`config.mk`:
```
export PLATFORM = sky130hd
export DESIGN_NAME = spu_uart
export DESIGN_NICKNAME = d
export VERILOG_FILES = /design/src/rtl/spu_pkg.sv /design/src/rtl/spu_buf2.sv /design/src/rtl/spu_uart.sv
export VERILOG_INCLUDE_DIRS = /design/src /design/src/rtl
export SDC_FILE = /design/constraint.sdc
export NUM_CORES = 1
export LEC_CHECK = 0
export ABC_AREA = 1
export BUFFER_PORTS_ARGS = -buffer_cell sky130_fd_sc_hd__buf_4
export CORE_MARGIN = 5
export CORE_UTILIZATION = 60
export DETAILED_ROUTE_END_ITERATION = 10
export PLACE_DENSITY = 0.79
export SLEW_MARGIN = 20
export SYNTH_ARGS = -nofsm -noshare
export SYNTH_HDL_FRONTEND = slang
export SYNTH_HIERARCHICAL = 1
export SYNTH_SLANG_ARGS = --single-unit
```
`constraint.sdc`:
```
create_clock -name I_CLK_SYS -period 4.6 [get_ports I_CLK_SYS]
set_input_delay 0.23 -clock I_CLK_SYS [delete_from_list [all_inputs] [get_ports I_CLK_SYS]]
set_output_delay 0.23 -clock I_CLK_SYS [all_outputs]
set_load 0.02 [all_outputs]
```
`src/rtl/spu_defs.svh`:
```
// Purpose: constants of the four-mode serial port: addresses, fields, resets, divisors
// Assumes: 100 MHz core clock, byte-wide special-function register access
// Notes:   definitions only
`ifndef SPU_DEFS_SVH
`define SPU_DEFS_SVH

// register addresses and reset values
`define SPU_ADDR_CTRL        8'h98
`define SPU_ADDR_DATA        8'h99
`define SPU_CTRL_RESET       8'h00
`define SPU_DATA_RESET       8'h00

// control register field positions
`define SPU_BIT_MODE_HI      7
`define SPU_BIT_MODE_LO      6
`define SPU_BIT_MULTIPROC    5
`define SPU_BIT_RX_ENABLE    4
`define SPU_BIT_TX_NINTH     3
`define SPU_BIT_RX_NINTH     2
`define SPU_BIT_TX_DONE      1
`define SPU_BIT_RX_DONE      0

// core clock
`define SPU_CLK_PERIOD_NS    10

// shift-register mode: one bit per 12 core clocks, clock low for the first half
`define SPU_M0_DIV           12
`define SPU_M0_HALF          (`SPU_M0_DIV / 2)

// uart oversampling: 16 ticks per bit, mid-bit at tick 8
`define SPU_OS_RATE          16
`define SPU_OS_MID           (`SPU_OS_RATE / 2)

// fixed-baud mode: bit = clk/64 or clk/32, tick = bit * 16
`define SPU_M2_BIT_DIV0      64
`define SPU_M2_BIT_DIV1      32
`define SPU_M2_TICK_DIV0     (`SPU_M2_BIT_DIV0 / `SPU_OS_RATE)
`define SPU_M2_TICK_DIV1     (`SPU_M2_BIT_DIV1 / `SPU_OS_RATE)

// first timer: bit = ovf * 2^double / 32, so ticks need ovf / 2 without doubling
`define SPU_T1_BIT_DIV       32

// frame lengths in bits, start included
`define SPU_FRAME8_BITS      10
`define SPU_FRAME9_BITS      11

// transmit buffer depth
`define SPU_TXBUF_DEPTH      2

`endif

```
`src/rtl/spu_pkg.sv`:
```
// Purpose: types of the four-mode serial port
// Assumes: constants come from spu_defs.svh
// Notes:   state encodings are one-hot
`default_nettype none
package spu_pkg;

  typedef logic [7:0] spu_byte_t;

  // serial mode, encoding as held in the control register
  typedef enum logic [1:0] {
    SPU_MODE_SHIFT  = 2'b00,
    SPU_MODE_UART8  = 2'b01,
    SPU_MODE_UART9F = 2'b10,
    SPU_MODE_UART9V = 2'b11
  } spu_mode_t;

  typedef enum logic [2:0] {
    SPU_TX_IDLE  = 3'b001,
    SPU_TX_WAIT  = 3'b010,
    SPU_TX_SHIFT = 3'b100
  } spu_tx_st_t;

  typedef enum logic [2:0] {
    SPU_RX_IDLE  = 3'b001,
    SPU_RX_START = 3'b010,
    SPU_RX_DATA  = 3'b100
  } spu_rx_st_t;

  typedef enum logic [2:0] {
    SPU_M0_IDLE = 3'b001,
    SPU_M0_TX   = 3'b010,
    SPU_M0_RX   = 3'b100
  } spu_m0_st_t;

  // one queued transmit word: ninth bit plus data
  typedef struct packed {
    logic      ninth;
    spu_byte_t data;
  } spu_tx_entry_t;

  // whole state of the serial port core
  typedef struct packed {
    spu_byte_t  ctrl;
    spu_byte_t  rx_data;
    spu_byte_t  rdata;
    logic       txd;
    logic       rxd_o;
    logic       rxd_oe;
    logic       irq;
    logic       rxd_prev;
    logic [1:0] m2_div;
    logic       t1_pre;
    spu_tx_st_t tx_st;
    logic [3:0] tx_os;
    logic [3:0] tx_bits;
    logic [10:0] tx_sh;
    spu_rx_st_t rx_st;
    logic [3:0] rx_os;
    logic [3:0] rx_bits;
    logic [8:0] rx_sh;
    spu_m0_st_t m0_st;
    logic [3:0] m0_cnt;
    logic [2:0] m0_bit;
    spu_byte_t  m0_sh;
  } spu_state_t;

endpackage : spu_pkg
`default_nettype wire

```
`src/rtl/spu_buf2.sv`:
```
// Purpose: small transmit buffer with valid and ready on both sides
// Assumes: reset already synchronised by the caller
// Notes:   a push into a full buffer is refused, never overwrites
`timescale 1ns/100ps
`default_nettype none
module spu_buf2 #(
  parameter int W     = 9,
  parameter int DEPTH = 2
) (
  // clock and reset
  input  wire logic         i_clk,
  input  wire logic         i_rst_n,
  // filling side
  input  wire logic         i_in_valid,
  output logic              o_in_ready,
  input  wire logic [W-1:0] i_in_data,
  // draining side
  output logic              o_out_valid,
  input  wire logic         i_out_ready,
  output logic [W-1:0]      o_out_data
);
  import spu_pkg::*;

  localparam int AW = (DEPTH > 1) ? $clog2(DEPTH) : 1;
  localparam int CW = $clog2(DEPTH + 1);

  typedef struct packed {
    logic [DEPTH-1:0][W-1:0] mem;
    logic [AW-1:0]           wr_ptr;
    logic [AW-1:0]           rd_ptr;
    logic [CW-1:0]           count;
    logic                    not_full;
  } spu_buf_st_t;

  localparam spu_buf_st_t BUF_RESET = '{mem: '0, wr_ptr: '0, rd_ptr: '0, count: '0, not_full: 1'b1};

  spu_buf_st_t q;
  spu_buf_st_t d;
  logic        push;
  logic        pop;

  // handshakes on both sides
  assign push = i_in_valid & q.not_full;
  assign pop  = (q.count != '0) & i_out_ready;

  // pointer and count update
  always_comb begin
    d = q;
    if (push) begin
      d.mem[q.wr_ptr] = i_in_data;
      d.wr_ptr = (q.wr_ptr == AW'(DEPTH - 1)) ? '0 : q.wr_ptr + 1'b1;
    end
    if (pop) begin
      d.rd_ptr = (q.rd_ptr == AW'(DEPTH - 1)) ? '0 : q.rd_ptr + 1'b1;
    end
    case ({push, pop})
      2'b10:   d.count = q.count + 1'b1;
      2'b01:   d.count = q.count - 1'b1;
      default: d.count = q.count;
    endcase
    d.not_full = (d.count != CW'(DEPTH));
  end

  // state register
  always_ff @(posedge i_clk or negedge i_rst_n) begin
    if (!i_rst_n) begin
      q <= BUF_RESET;
    end else begin
      q <= d;
    end
  end

  assign o_in_ready  = q.not_full;
  assign o_out_valid = (q.count != '0);
  assign o_out_data  = q.mem[q.rd_ptr];

endmodule : spu_buf2
`default_nettype wire

```
`src/rtl/spu_uart.sv`:
```
// Purpose: four-mode serial port with control and data registers
// Assumes: register strobes and timer overflow pulses synchronous to I_CLK_SYS
// Notes:   writes to the data register queue in a two-entry buffer
//
// Behaviour
// - data register write starts transmission; reads return separate receive register
// - control bits 7 and 6 select one of four modes
// - 8-bit uart with multiprocessor bit: receive flag only on valid stop
// - 9-bit modes with multiprocessor bit: no receive flag when ninth bit 0
// - reception only while receive enable bit 4 is set; shift mode finishes a started word after the bit clears
// - transmit ninth bit field is sent as ninth bit in 9-bit modes
// - received ninth bit field holds ninth bit, or stop bit in 8-bit mode
// - transmit done set after eighth bit or at stop start; software clears
// - receive done set after eighth bit or mid stop bit; software clears
// - shift mode: eight bits lsb first on data pin, transmit pin clocks
// - shift mode reception starts with enable set and receive done clear
// - 8-bit uart frame: start 0, eight data lsb first, stop 1
// - 8-bit uart write puts 1 in ninth shift position as stop bit
// - uart reception starts on falling receive pin, start bit validated and skipped
// - at final shift accept only if flag clear and filter passes, else drop
// - 9-bit uart frame: start, eight data, ninth bit, stop
// - fixed 9-bit mode runs at clock/64, or clock/32 when doubled
// - 9-bit transmission starts when the free-running 16-tick count next wraps after the write
// - variable 9-bit mode equals fixed mode with timer baud
// - variable modes take first or second timer per direction
// - shift mode runs at core clock divided by 12
// - timer select bits route second timer overflow to receiver or transmitter
// - first timer bit rate is overflow times 2^double over 32
// - second timer bit rate is overflow over 16
`timescale 1ns/100ps
`default_nettype none
`include "spu_defs.svh"
module spu_uart (
  // clock and reset
  input  wire logic              I_CLK_SYS,
  input  wire logic              I_RST_N,
  // register access
  input  wire spu_pkg::spu_byte_t I_SFR_ADDR,
  input  wire spu_pkg::spu_byte_t I_SFR_WDATA,
  input  wire logic              I_SFR_WR,
  input  wire logic              I_SFR_RD,
  output spu_pkg::spu_byte_t     O_SFR_RDATA,
  output logic                   O_TX_READY,
  // baud sources
  input  wire logic              I_BAUD_DOUBLE,
  input  wire logic              I_RX_TIMER_SELECT,
  input  wire logic              I_TX_TIMER_SELECT,
  input  wire logic              I_TIMER1_OVF,
  input  wire logic              I_TIMER2_OVF,
  // serial pins
  input  wire logic              I_RXD,
  output logic                   O_RXD,
  output logic                   O_RXD_OE,
  output logic                   O_TXD,
  // interrupt request
  output logic                   O_SERIAL_IRQ
);
  import spu_pkg::*;

  localparam spu_state_t ST_RESET = '{
    ctrl: `SPU_CTRL_RESET, rx_data: `SPU_DATA_RESET, rdata: 8'h00,
    txd: 1'b1, rxd_o: 1'b1, rxd_oe: 1'b0, irq: 1'b0, rxd_prev: 1'b1,
    m2_div: 2'h0, t1_pre: 1'b0,
    tx_st: SPU_TX_IDLE, tx_os: 4'h0, tx_bits: 4'h0, tx_sh: 11'h7ff,
    rx_st: SPU_RX_IDLE, rx_os: 4'h0, rx_bits: 4'h0, rx_sh: 9'h000,
    m0_st: SPU_M0_IDLE, m0_cnt: 4'h0, m0_bit: 3'h0, m0_sh: 8'h00
  };

  localparam logic [3:0] OS_LAST  = 4'(`SPU_OS_RATE - 1);
  localparam logic [3:0] OS_MID   = 4'(`SPU_OS_MID - 1);
  localparam logic [3:0] M0_LAST  = 4'(`SPU_M0_DIV - 1);
  localparam logic [3:0] M0_RISE  = 4'(`SPU_M0_HALF);
  localparam logic [1:0] M2_LAST0 = 2'(`SPU_M2_TICK_DIV0 - 1);
  localparam logic [1:0] M2_LAST1 = 2'(`SPU_M2_TICK_DIV1 - 1);
  localparam logic [3:0] FRAME8   = 4'(`SPU_FRAME8_BITS);
  localparam logic [3:0] FRAME9   = 4'(`SPU_FRAME9_BITS);

  logic [1:0]    rst_sync_q;
  logic          rst_n;
  spu_state_t    q;
  spu_state_t    d;
  spu_mode_t     mode;
  logic          uart;
  logic          m2_tick;
  logic          t1_tick;
  logic          tx_tick;
  logic          rx_tick;
  logic          tx_bound;
  logic          rx_sample;
  logic [3:0]    tx_len;
  logic          wr_data;
  logic          buf_valid;
  logic          buf_pop;
  spu_tx_entry_t buf_in;
  spu_tx_entry_t buf_out;
  logic          set_tx_done;
  logic          set_rx_done;
  logic          rx_chk;

  // reset release through two flip-flops
  always_ff @(posedge I_CLK_SYS or negedge I_RST_N) begin
    if (!I_RST_N) begin
      rst_sync_q <= 2'b00;
    end else begin
      rst_sync_q <= {rst_sync_q[0], 1'b1};
    end
  end
  assign rst_n = rst_sync_q[1];

  // mode decode and baud ticks (16 per bit in uart modes)
  assign mode    = spu_mode_t'(q.ctrl[`SPU_BIT_MODE_HI:`SPU_BIT_MODE_LO]);
  assign uart    = (mode != SPU_MODE_SHIFT);
  assign m2_tick = (q.m2_div == (I_BAUD_DOUBLE ? M2_LAST1 : M2_LAST0));
  assign t1_tick = I_TIMER1_OVF & (I_BAUD_DOUBLE | q.t1_pre);
  assign tx_tick = (mode == SPU_MODE_UART9F) ? m2_tick :
                   (I_TX_TIMER_SELECT ? I_TIMER2_OVF : t1_tick);
  assign rx_tick = (mode == SPU_MODE_UART9F) ? m2_tick :
                   (I_RX_TIMER_SELECT ? I_TIMER2_OVF : t1_tick);
  assign tx_bound  = tx_tick & (q.tx_os == OS_LAST);
  assign rx_sample = rx_tick & (q.rx_os == OS_LAST);
  assign tx_len    = (mode == SPU_MODE_UART8) ? FRAME8 : FRAME9;

  // data register writes feed the transmit buffer
  assign wr_data       = I_SFR_WR & (I_SFR_ADDR == `SPU_ADDR_DATA);
  assign buf_in.data   = I_SFR_WDATA;
  assign buf_in.ninth  = q.ctrl[`SPU_BIT_TX_NINTH];
  assign buf_pop       = buf_valid & ((uart & (q.tx_st == SPU_TX_IDLE)) |
                                      (!uart & (q.m0_st == SPU_M0_IDLE)));

  spu_buf2 #(
    .W     ($bits(spu_tx_entry_t)),
    .DEPTH (`SPU_TXBUF_DEPTH)
  ) u_txbuf (
    .i_clk       (I_CLK_SYS),
    .i_rst_n     (rst_n),
    .i_in_valid  (wr_data),
    .o_in_ready  (O_TX_READY),
    .i_in_data   (buf_in),
    .o_out_valid (buf_valid),
    .i_out_ready (buf_pop),
    .o_out_data  (buf_out)
  );

  // next state of the whole port
  always_comb begin
    d           = q;
    set_tx_done = 1'b0;
    set_rx_done = 1'b0;
    rx_chk      = 1'b0;
    d.rxd_prev  = I_RXD;

    // baud prescalers run free
    d.m2_div = m2_tick ? 2'h0 : q.m2_div + 2'h1;
    if (I_TIMER1_OVF) begin
      d.t1_pre = ~q.t1_pre;
    end
    if (tx_tick) begin
      d.tx_os = q.tx_os + 4'h1;
    end

    // uart transmitter
    case (q.tx_st)
      SPU_TX_IDLE: begin
        if (uart && buf_valid) begin
          d.tx_sh = {1'b1, (mode == SPU_MODE_UART8) ? 1'b1 : buf_out.ninth,
                     buf_out.data, 1'b0};
          d.tx_st = SPU_TX_WAIT;
        end
      end
      SPU_TX_WAIT: begin
        if (!uart) begin
          d.tx_st = SPU_TX_IDLE;
        end else if (tx_bound) begin
          d.txd     = q.tx_sh[0];
          d.tx_sh   = {1'b1, q.tx_sh[10:1]};
          d.tx_bits = 4'h1;
          d.tx_st   = SPU_TX_SHIFT;
        end
      end
      SPU_TX_SHIFT: begin
        if (!uart) begin
          d.txd   = 1'b1;
          d.tx_st = SPU_TX_IDLE;
        end else if (tx_bound) begin
          if (q.tx_bits == tx_len) begin
            d.txd   = 1'b1;
            d.tx_st = SPU_TX_IDLE;
          end else begin
            d.txd     = q.tx_sh[0];
            d.tx_sh   = {1'b1, q.tx_sh[10:1]};
            d.tx_bits = q.tx_bits + 4'h1;
            if (q.tx_bits == tx_len - 4'h1) begin
              set_tx_done = 1'b1;
            end
          end
        end
      end
      default: d.tx_st = SPU_TX_IDLE;
    endcase

    // uart receiver
    if (q.rx_st != SPU_RX_IDLE && rx_tick) begin
      d.rx_os = q.rx_os + 4'h1;
    end
    case (q.rx_st)
      SPU_RX_IDLE: begin
        if (uart && q.ctrl[`SPU_BIT_RX_ENABLE] && q.rxd_prev && !I_RXD) begin
          d.rx_os   = 4'h0;
          d.rx_bits = 4'h0;
          d.rx_st   = SPU_RX_START;
        end
      end
      SPU_RX_START: begin
        if (!uart || !q.ctrl[`SPU_BIT_RX_ENABLE]) begin
          d.rx_st = SPU_RX_IDLE;
        end else if (rx_tick && q.rx_os == OS_MID) begin
          d.rx_os = 4'h0;
          d.rx_st = I_RXD ? SPU_RX_IDLE : SPU_RX_DATA;
        end
      end
      SPU_RX_DATA: begin
        if (!uart || !q.ctrl[`SPU_BIT_RX_ENABLE]) begin
          d.rx_st = SPU_RX_IDLE;
        end else if (rx_sample) begin
          d.rx_bits = q.rx_bits + 4'h1;
          if (q.rx_bits < 4'h9) begin
            d.rx_sh = {I_RXD, q.rx_sh[8:1]};
          end
          // last sample: stop bit in 8-bit mode, stop after ninth in 9-bit modes
          if ((mode == SPU_MODE_UART8 && q.rx_bits == 4'h8) ||
              (mode != SPU_MODE_UART8 && q.rx_bits == 4'h9)) begin
            d.rx_st = SPU_RX_IDLE;
            rx_chk  = (mode == SPU_MODE_UART8) ? I_RXD : q.rx_sh[8];
            if (!q.ctrl[`SPU_BIT_RX_DONE] &&
                (!q.ctrl[`SPU_BIT_MULTIPROC] || rx_chk)) begin
              d.rx_data   = (mode == SPU_MODE_UART8) ? q.rx_sh[8:1] : q.rx_sh[7:0];
              set_rx_done = 1'b1;
            end
          end
        end
      end
      default: d.rx_st = SPU_RX_IDLE;
    endcase

    // shift-register mode engine
    if (q.m0_st != SPU_M0_IDLE) begin
      d.m0_cnt = (q.m0_cnt == M0_LAST) ? 4'h0 : q.m0_cnt + 4'h1;
    end
    case (q.m0_st)
      SPU_M0_IDLE: begin
        if (!uart && buf_valid) begin
          d.m0_sh  = buf_out.data;
          d.rxd_o  = buf_out.data[0];
          d.rxd_oe = 1'b1;
          d.txd    = 1'b0;
          d.m0_cnt = 4'h0;
          d.m0_bit = 3'h0;
          d.m0_st  = SPU_M0_TX;
        end else if (!uart && q.ctrl[`SPU_BIT_RX_ENABLE] && !q.ctrl[`SPU_BIT_RX_DONE]) begin
          d.txd    = 1'b0;
          d.m0_cnt = 4'h0;
          d.m0_bit = 3'h0;
          d.m0_st  = SPU_M0_RX;
        end
      end
      SPU_M0_TX, SPU_M0_RX: begin
        if (uart) begin
          d.rxd_oe = 1'b0;
          d.txd    = 1'b1;
          d.m0_st  = SPU_M0_IDLE;
        end else begin
          if (q.m0_cnt == M0_RISE - 4'h1) begin
            d.txd = 1'b1;
          end
          if (q.m0_st == SPU_M0_RX && q.m0_cnt == M0_RISE) begin
            d.m0_sh = {I_RXD, q.m0_sh[7:1]};
          end
          if (q.m0_cnt == M0_LAST) begin
            d.m0_bit = q.m0_bit + 3'h1;
            if (q.m0_bit == 3'h7) begin
              d.rxd_oe = 1'b0;
              d.rxd_o  = 1'b1;
              d.m0_st  = SPU_M0_IDLE;
              if (q.m0_st == SPU_M0_TX) begin
                set_tx_done = 1'b1;
              end else begin
                d.rx_data   = q.m0_sh;
                set_rx_done = 1'b1;
              end
            end else begin
              d.txd = 1'b0;
              if (q.m0_st == SPU_M0_TX) begin
                d.m0_sh = {1'b0, q.m0_sh[7:1]};
                d.rxd_o = q.m0_sh[1];
              end
            end
          end
        end
      end
      default: d.m0_st = SPU_M0_IDLE;
    endcase

    // control register write, hardware sets win over it
    if (I_SFR_WR && I_SFR_ADDR == `SPU_ADDR_CTRL) begin
      d.ctrl = I_SFR_WDATA;
    end
    if (set_tx_done) begin
      d.ctrl[`SPU_BIT_TX_DONE] = 1'b1;
    end
    if (set_rx_done) begin
      d.ctrl[`SPU_BIT_RX_DONE] = 1'b1;
      if (uart) begin
        d.ctrl[`SPU_BIT_RX_NINTH] = rx_chk;
      end
    end

    // register read, answered one cycle later
    if (I_SFR_RD) begin
      if (I_SFR_ADDR == `SPU_ADDR_CTRL) begin
        d.rdata = q.ctrl;
      end else if (I_SFR_ADDR == `SPU_ADDR_DATA) begin
        d.rdata = q.rx_data;
      end else begin
        d.rdata = 8'h00;
      end
    end

    // interrupt request follows both done flags
    d.irq = d.ctrl[`SPU_BIT_TX_DONE] | d.ctrl[`SPU_BIT_RX_DONE];
  end

  // state register
  always_ff @(posedge I_CLK_SYS or negedge rst_n) begin
    if (!rst_n) begin
      q <= ST_RESET;
    end else begin
      q <= d;
    end
  end

  // outputs straight from state
  assign O_SFR_RDATA  = q.rdata;
  assign O_TXD        = q.txd;
  assign O_RXD        = q.rxd_o;
  assign O_RXD_OE     = q.rxd_oe;
  assign O_SERIAL_IRQ = q.irq;

endmodule : spu_uart
`default_nettype wire

```
==> results.sh <==
export IMPL_skew_ps=9.26
export IMPL_status="complete, no violations"
export IMPL_fmax_mhz=431
export IMPL_slew_limit_headroom_pct=39.5
export IMPL_crit_required_ps=5070
export IMPL_drtPass1Iterations=5
export IMPL_gp_congestion=0.911
export IMPL_crit_chain="nor2_2 > nand2_1 > nand2_1 > nand2_1 > nor2_2 > o21ai_2 > a22o_1 > inv_1"
export IMPL_grt_overflow_total=0
export IMPL_fill_cells=764
export IMPL_core_area_sq_mm=0.00982
export IMPL_fin_crit_ps=2320
export IMPL_wl_um=14800
export IMPL_portBuffers=38
export IMPL_arrival_ps=2790
export IMPL_syn_avg_cell_area_sq_um=8.54
export IMPL_cts_tree="done"
export IMPL_cts_buffer_depth=2
export IMPL_synthesis_instances=713
export IMPL_dp_final_hpwl_um=10200
export IMPL_worstSetupStartpointType="register"
export IMPL_ys_async_sr_fraction_pct=100
export IMPL_die_y_um=111
export IMPL_cp_max_fo=11
export IMPL_yosys_cell_types_count=47
export IMPL_rows=36
export IMPL_path_class="register to register"
export IMPL_finalSetupViolCount=0
export IMPL_fp_dieW_um=111
export IMPL_wire_per_inst_um=16.4
export IMPL_tns_ps=0
export IMPL_synthesis_area_sq_mm=0.00609
export IMPL_die_area_sq_mm=0.0123
export IMPL_maxCapViolations=0
export IMPL_fin_crit_sh_pct=50.5
export IMPL_rsz0062_at_grt="false"
export IMPL_ys_warn_count=6
export IMPL_post_route_util_pct=72.0
export IMPL_synth_nets=751
export IMPL_report_final_slew_viol_count=0
export IMPL_synth_seq_area_share_pct=48.0
export IMPL_initial_core_util_pct=62.0
export IMPL_syn_to_final_growth_pct=16.1
export IMPL_synth_seq_cells=116
export IMPL_drc=0
export IMPL_crit_path_frequent_cell="nand2_1"
export IMPL_hold_viol_final=0
export IMPL_cp_end_kind="register"
export IMPL_viasPerCell=5.61
export IMPL_final_antenna_net_count=0
export IMPL_yosysTopAreaCellShare_pct=40.7
export IMPL_ir_worst_vdd_mv=0.333
export IMPL_p_leak_nw=3.42
export IMPL_grt_max_degree=72
export IMPL_drtIter0Drc=281
export IMPL_synth_edff_count=0
export IMPL_insertion_delay_ps=530
export IMPL_vias=5061
export IMPL_grt_pass1_wl_um=24500
export IMPL_path_buf_inv=1
export IMPL_antenna_found_initial=0
export IMPL_cts_sinks=116
export IMPL_cts_clk_slew_worst_paths_ps=60
export IMPL_grt_use_total_pct=25.0
export IMPL_layout_nets=795
export IMPL_numCtsBuffers=17
export IMPL_path_delay_family="simple AND/OR/NAND/NOR gates"
export IMPL_synthTopCellsByArea="dfrtp_1 41%, nand2_1 11%, dfstp_2 7.3%"
export IMPL_post_cts_buffers=0
export IMPL_worstMarginPinSlew_ps=908
export IMPL_root_buffer="clkbuf_8"
export IMPL_ioPinCount=39
export IMPL_worstHoldPathType="primary input to asynchronous set/reset pin"
export IMPL_hold_ws_ps=19.7
export IMPL_h_tree_depth=4
export IMPL_cpPeakStageDelay_ps=460
export IMPL_antenna_cells_inserted=0
export IMPL_cellPowerDensity_mw_per_mm2=536
export IMPL_synth_flop_cell="dfrtp_1"
export IMPL_grt_pass1_vias=5107
export IMPL_layout_drive_gt1_share_pct=17.8
export IMPL_slowest_stage="nor2_2"
export IMPL_yosysTopAreaCell="dfrtp_1"
==> where the power goes <==
group	switching (mW)	total, mW	internal [mW]
Combinational	0.654	1.02	0.369
Sequential	0.181	1.43	1.25
Clock	0.443	1.34	0.894
==> cell usage after synthesis (2+ instances only) <==
library cell,instances
nand2_1,183
dfrtp_1,99
inv_1,98
o21ai_0,57
nand3_1,31
nor2_1,25
dfstp_2,17
a21oi_1,14
buf_4,12
ha_1,12
xor2_1,12
nand4_1,11
o21ai_2,11
nor3_1,10
o22ai_1,10
a22o_1,9
o21a_1,9
a21oi_2,8
inv_2,8
mux2i_1,8
nand2_2,7
o221ai_1,7
a31oi_1,5
buf_6,5
nor2_2,5
clkbuf_1,4
nor3_2,4
o21ai_1,4
nor3_4,3
or2_1,3
buf_2,2
nand3b_1,2
nor2_4,2
o211ai_1,2
xnor2_1,2
==> cells by family (layout without fill, tap and decap cells) <==
group	after synthesis	in the layout	share of synthesized area, %
adders and majority gates	12	12	2.46
buffers and inverters	131	187	9.51
xor gates and xnor gates	14	14	2.01
other	1	1	0.0616
muxes	9	9	1.50
and+or+nand+nor	289	289	21.5
DFF	116	116	48.0
AOI/OAI and AO/OA	141	141	14.9
==> metal layers <==
| metal | GRT usage, % | part of all wire [%] | up-vias |
|---|---|---|---|
| li1 | - | - | 2423 |
| met1 | 29.6 | 41 | 2443 |
| met2 | 43.4 | 51 | 151 |
| met3 | 6.11 | 4.6 | 44 |
| met4 | 10.7 | 3.0 | 0 |
| met5 | 0 | 0 | - |
==> stage by stage <==
stage	area (sq um)	cells	setup WS, ps	total power, mW
after CTS	7070	902	2320	3.79
after floorplan	6090	713	1160	2.17
final	7070	902	2280	3.79
after global routing	7070	902	2110	4.00
after global placement	6380	862	2380	2.36
after detailed placement	6380	862	2190	2.44
==> what timing repair did <==
item | 4_1_cts | 5_1_grt
hold endpoints to repair | 16 | 0
gates resized for setup | 0 | 0
hold buffers | 9 | 0
==> registers in the layout, summed over array words and instances (netlist names) <==
| name | flops |
|---|---|
| q | 76 |
| u_txbuf/q | 22 |
| O_SFR_RDATA | 8 |
| mode | 2 |
| rst_sync_q | 2 |
| O_RXD | 1 |
| O_RXD_OE | 1 |
| O_SERIAL_IRQ | 1 |
| O_TXD | 1 |
| buf_in | 1 |
| u_txbuf/o_in_ready | 1 |
==> path summary, 6_finish.rpt <==
kind	start	end	slack, ps	cells after the start
setup / recovery	mode[0]$_DFFE_PN0P_	q[6]$_DFFE_PN0P_	2280	8
hold / removal	I_RST_N	rst_sync_q[1]$_DFF_PN0_	20	2
setup reg to reg	mode[0]$_DFFE_PN0P_	q[6]$_DFFE_PN0P_	2280	8
hold reg to reg	rst_sync_q[0]$_DFF_PN0_	rst_sync_q[1]$_DFF_PN0_	350	0
max in group asynchronous	rst_sync_q[1]$_DFF_PN0_	q[15]$_DFFE_PN1P_	3010	1
min in group I_CLK_SYS	I_SFR_WDATA[0]	u_txbuf/q[5]$_DFFE_PN0P_	20	3
==> worst register-to-register path, delay by kind of cell (launching register included) <==
family	cells	cell delay, ps
and+or+nand+nor	5	1320
AOI/OAI and AO/OA	2	450
DFF	1	440
buffers and inverters	1	50
==> cell type report <==
type / instances / area, sq um / area share (%)
flip-flops and latches: 116 / 2930 / 41.4
multi-input cells: 466 / 2590 / 36.6
clock buffers: 27 / 502 / 7.10
inverters: 108 / 408 / 5.77
repair buffers: 48 / 383 / 5.41
well taps: 133 / 166 / 2.35
clock inverters: 4 / 95.1 / 1.34
==> placed cells by master (no fill, tap or decap), types with 6 or more instances in the layout <==
master	count
o22ai_1	10
nor2_1	25
ha_1	12
dlygate4sd3_1	9
o21a_1	9
clkbuf_16	16
o221ai_1	7
inv_2	8
a22o_1	9
dfrtp_1	98
inv_1	98
dfstp_2	17
o21ai_0	57
mux2i_1	8
a21oi_1	14
buf_4	39
xor2_1	12
a21oi_2	8
nand2_2	7
nand2_1	183
nand4_1	11
nand3_1	31
nor3_1	10
o21ai_2	11
clkbuf_8	6
No activity file was read; power rests on OpenSTA's default activity.
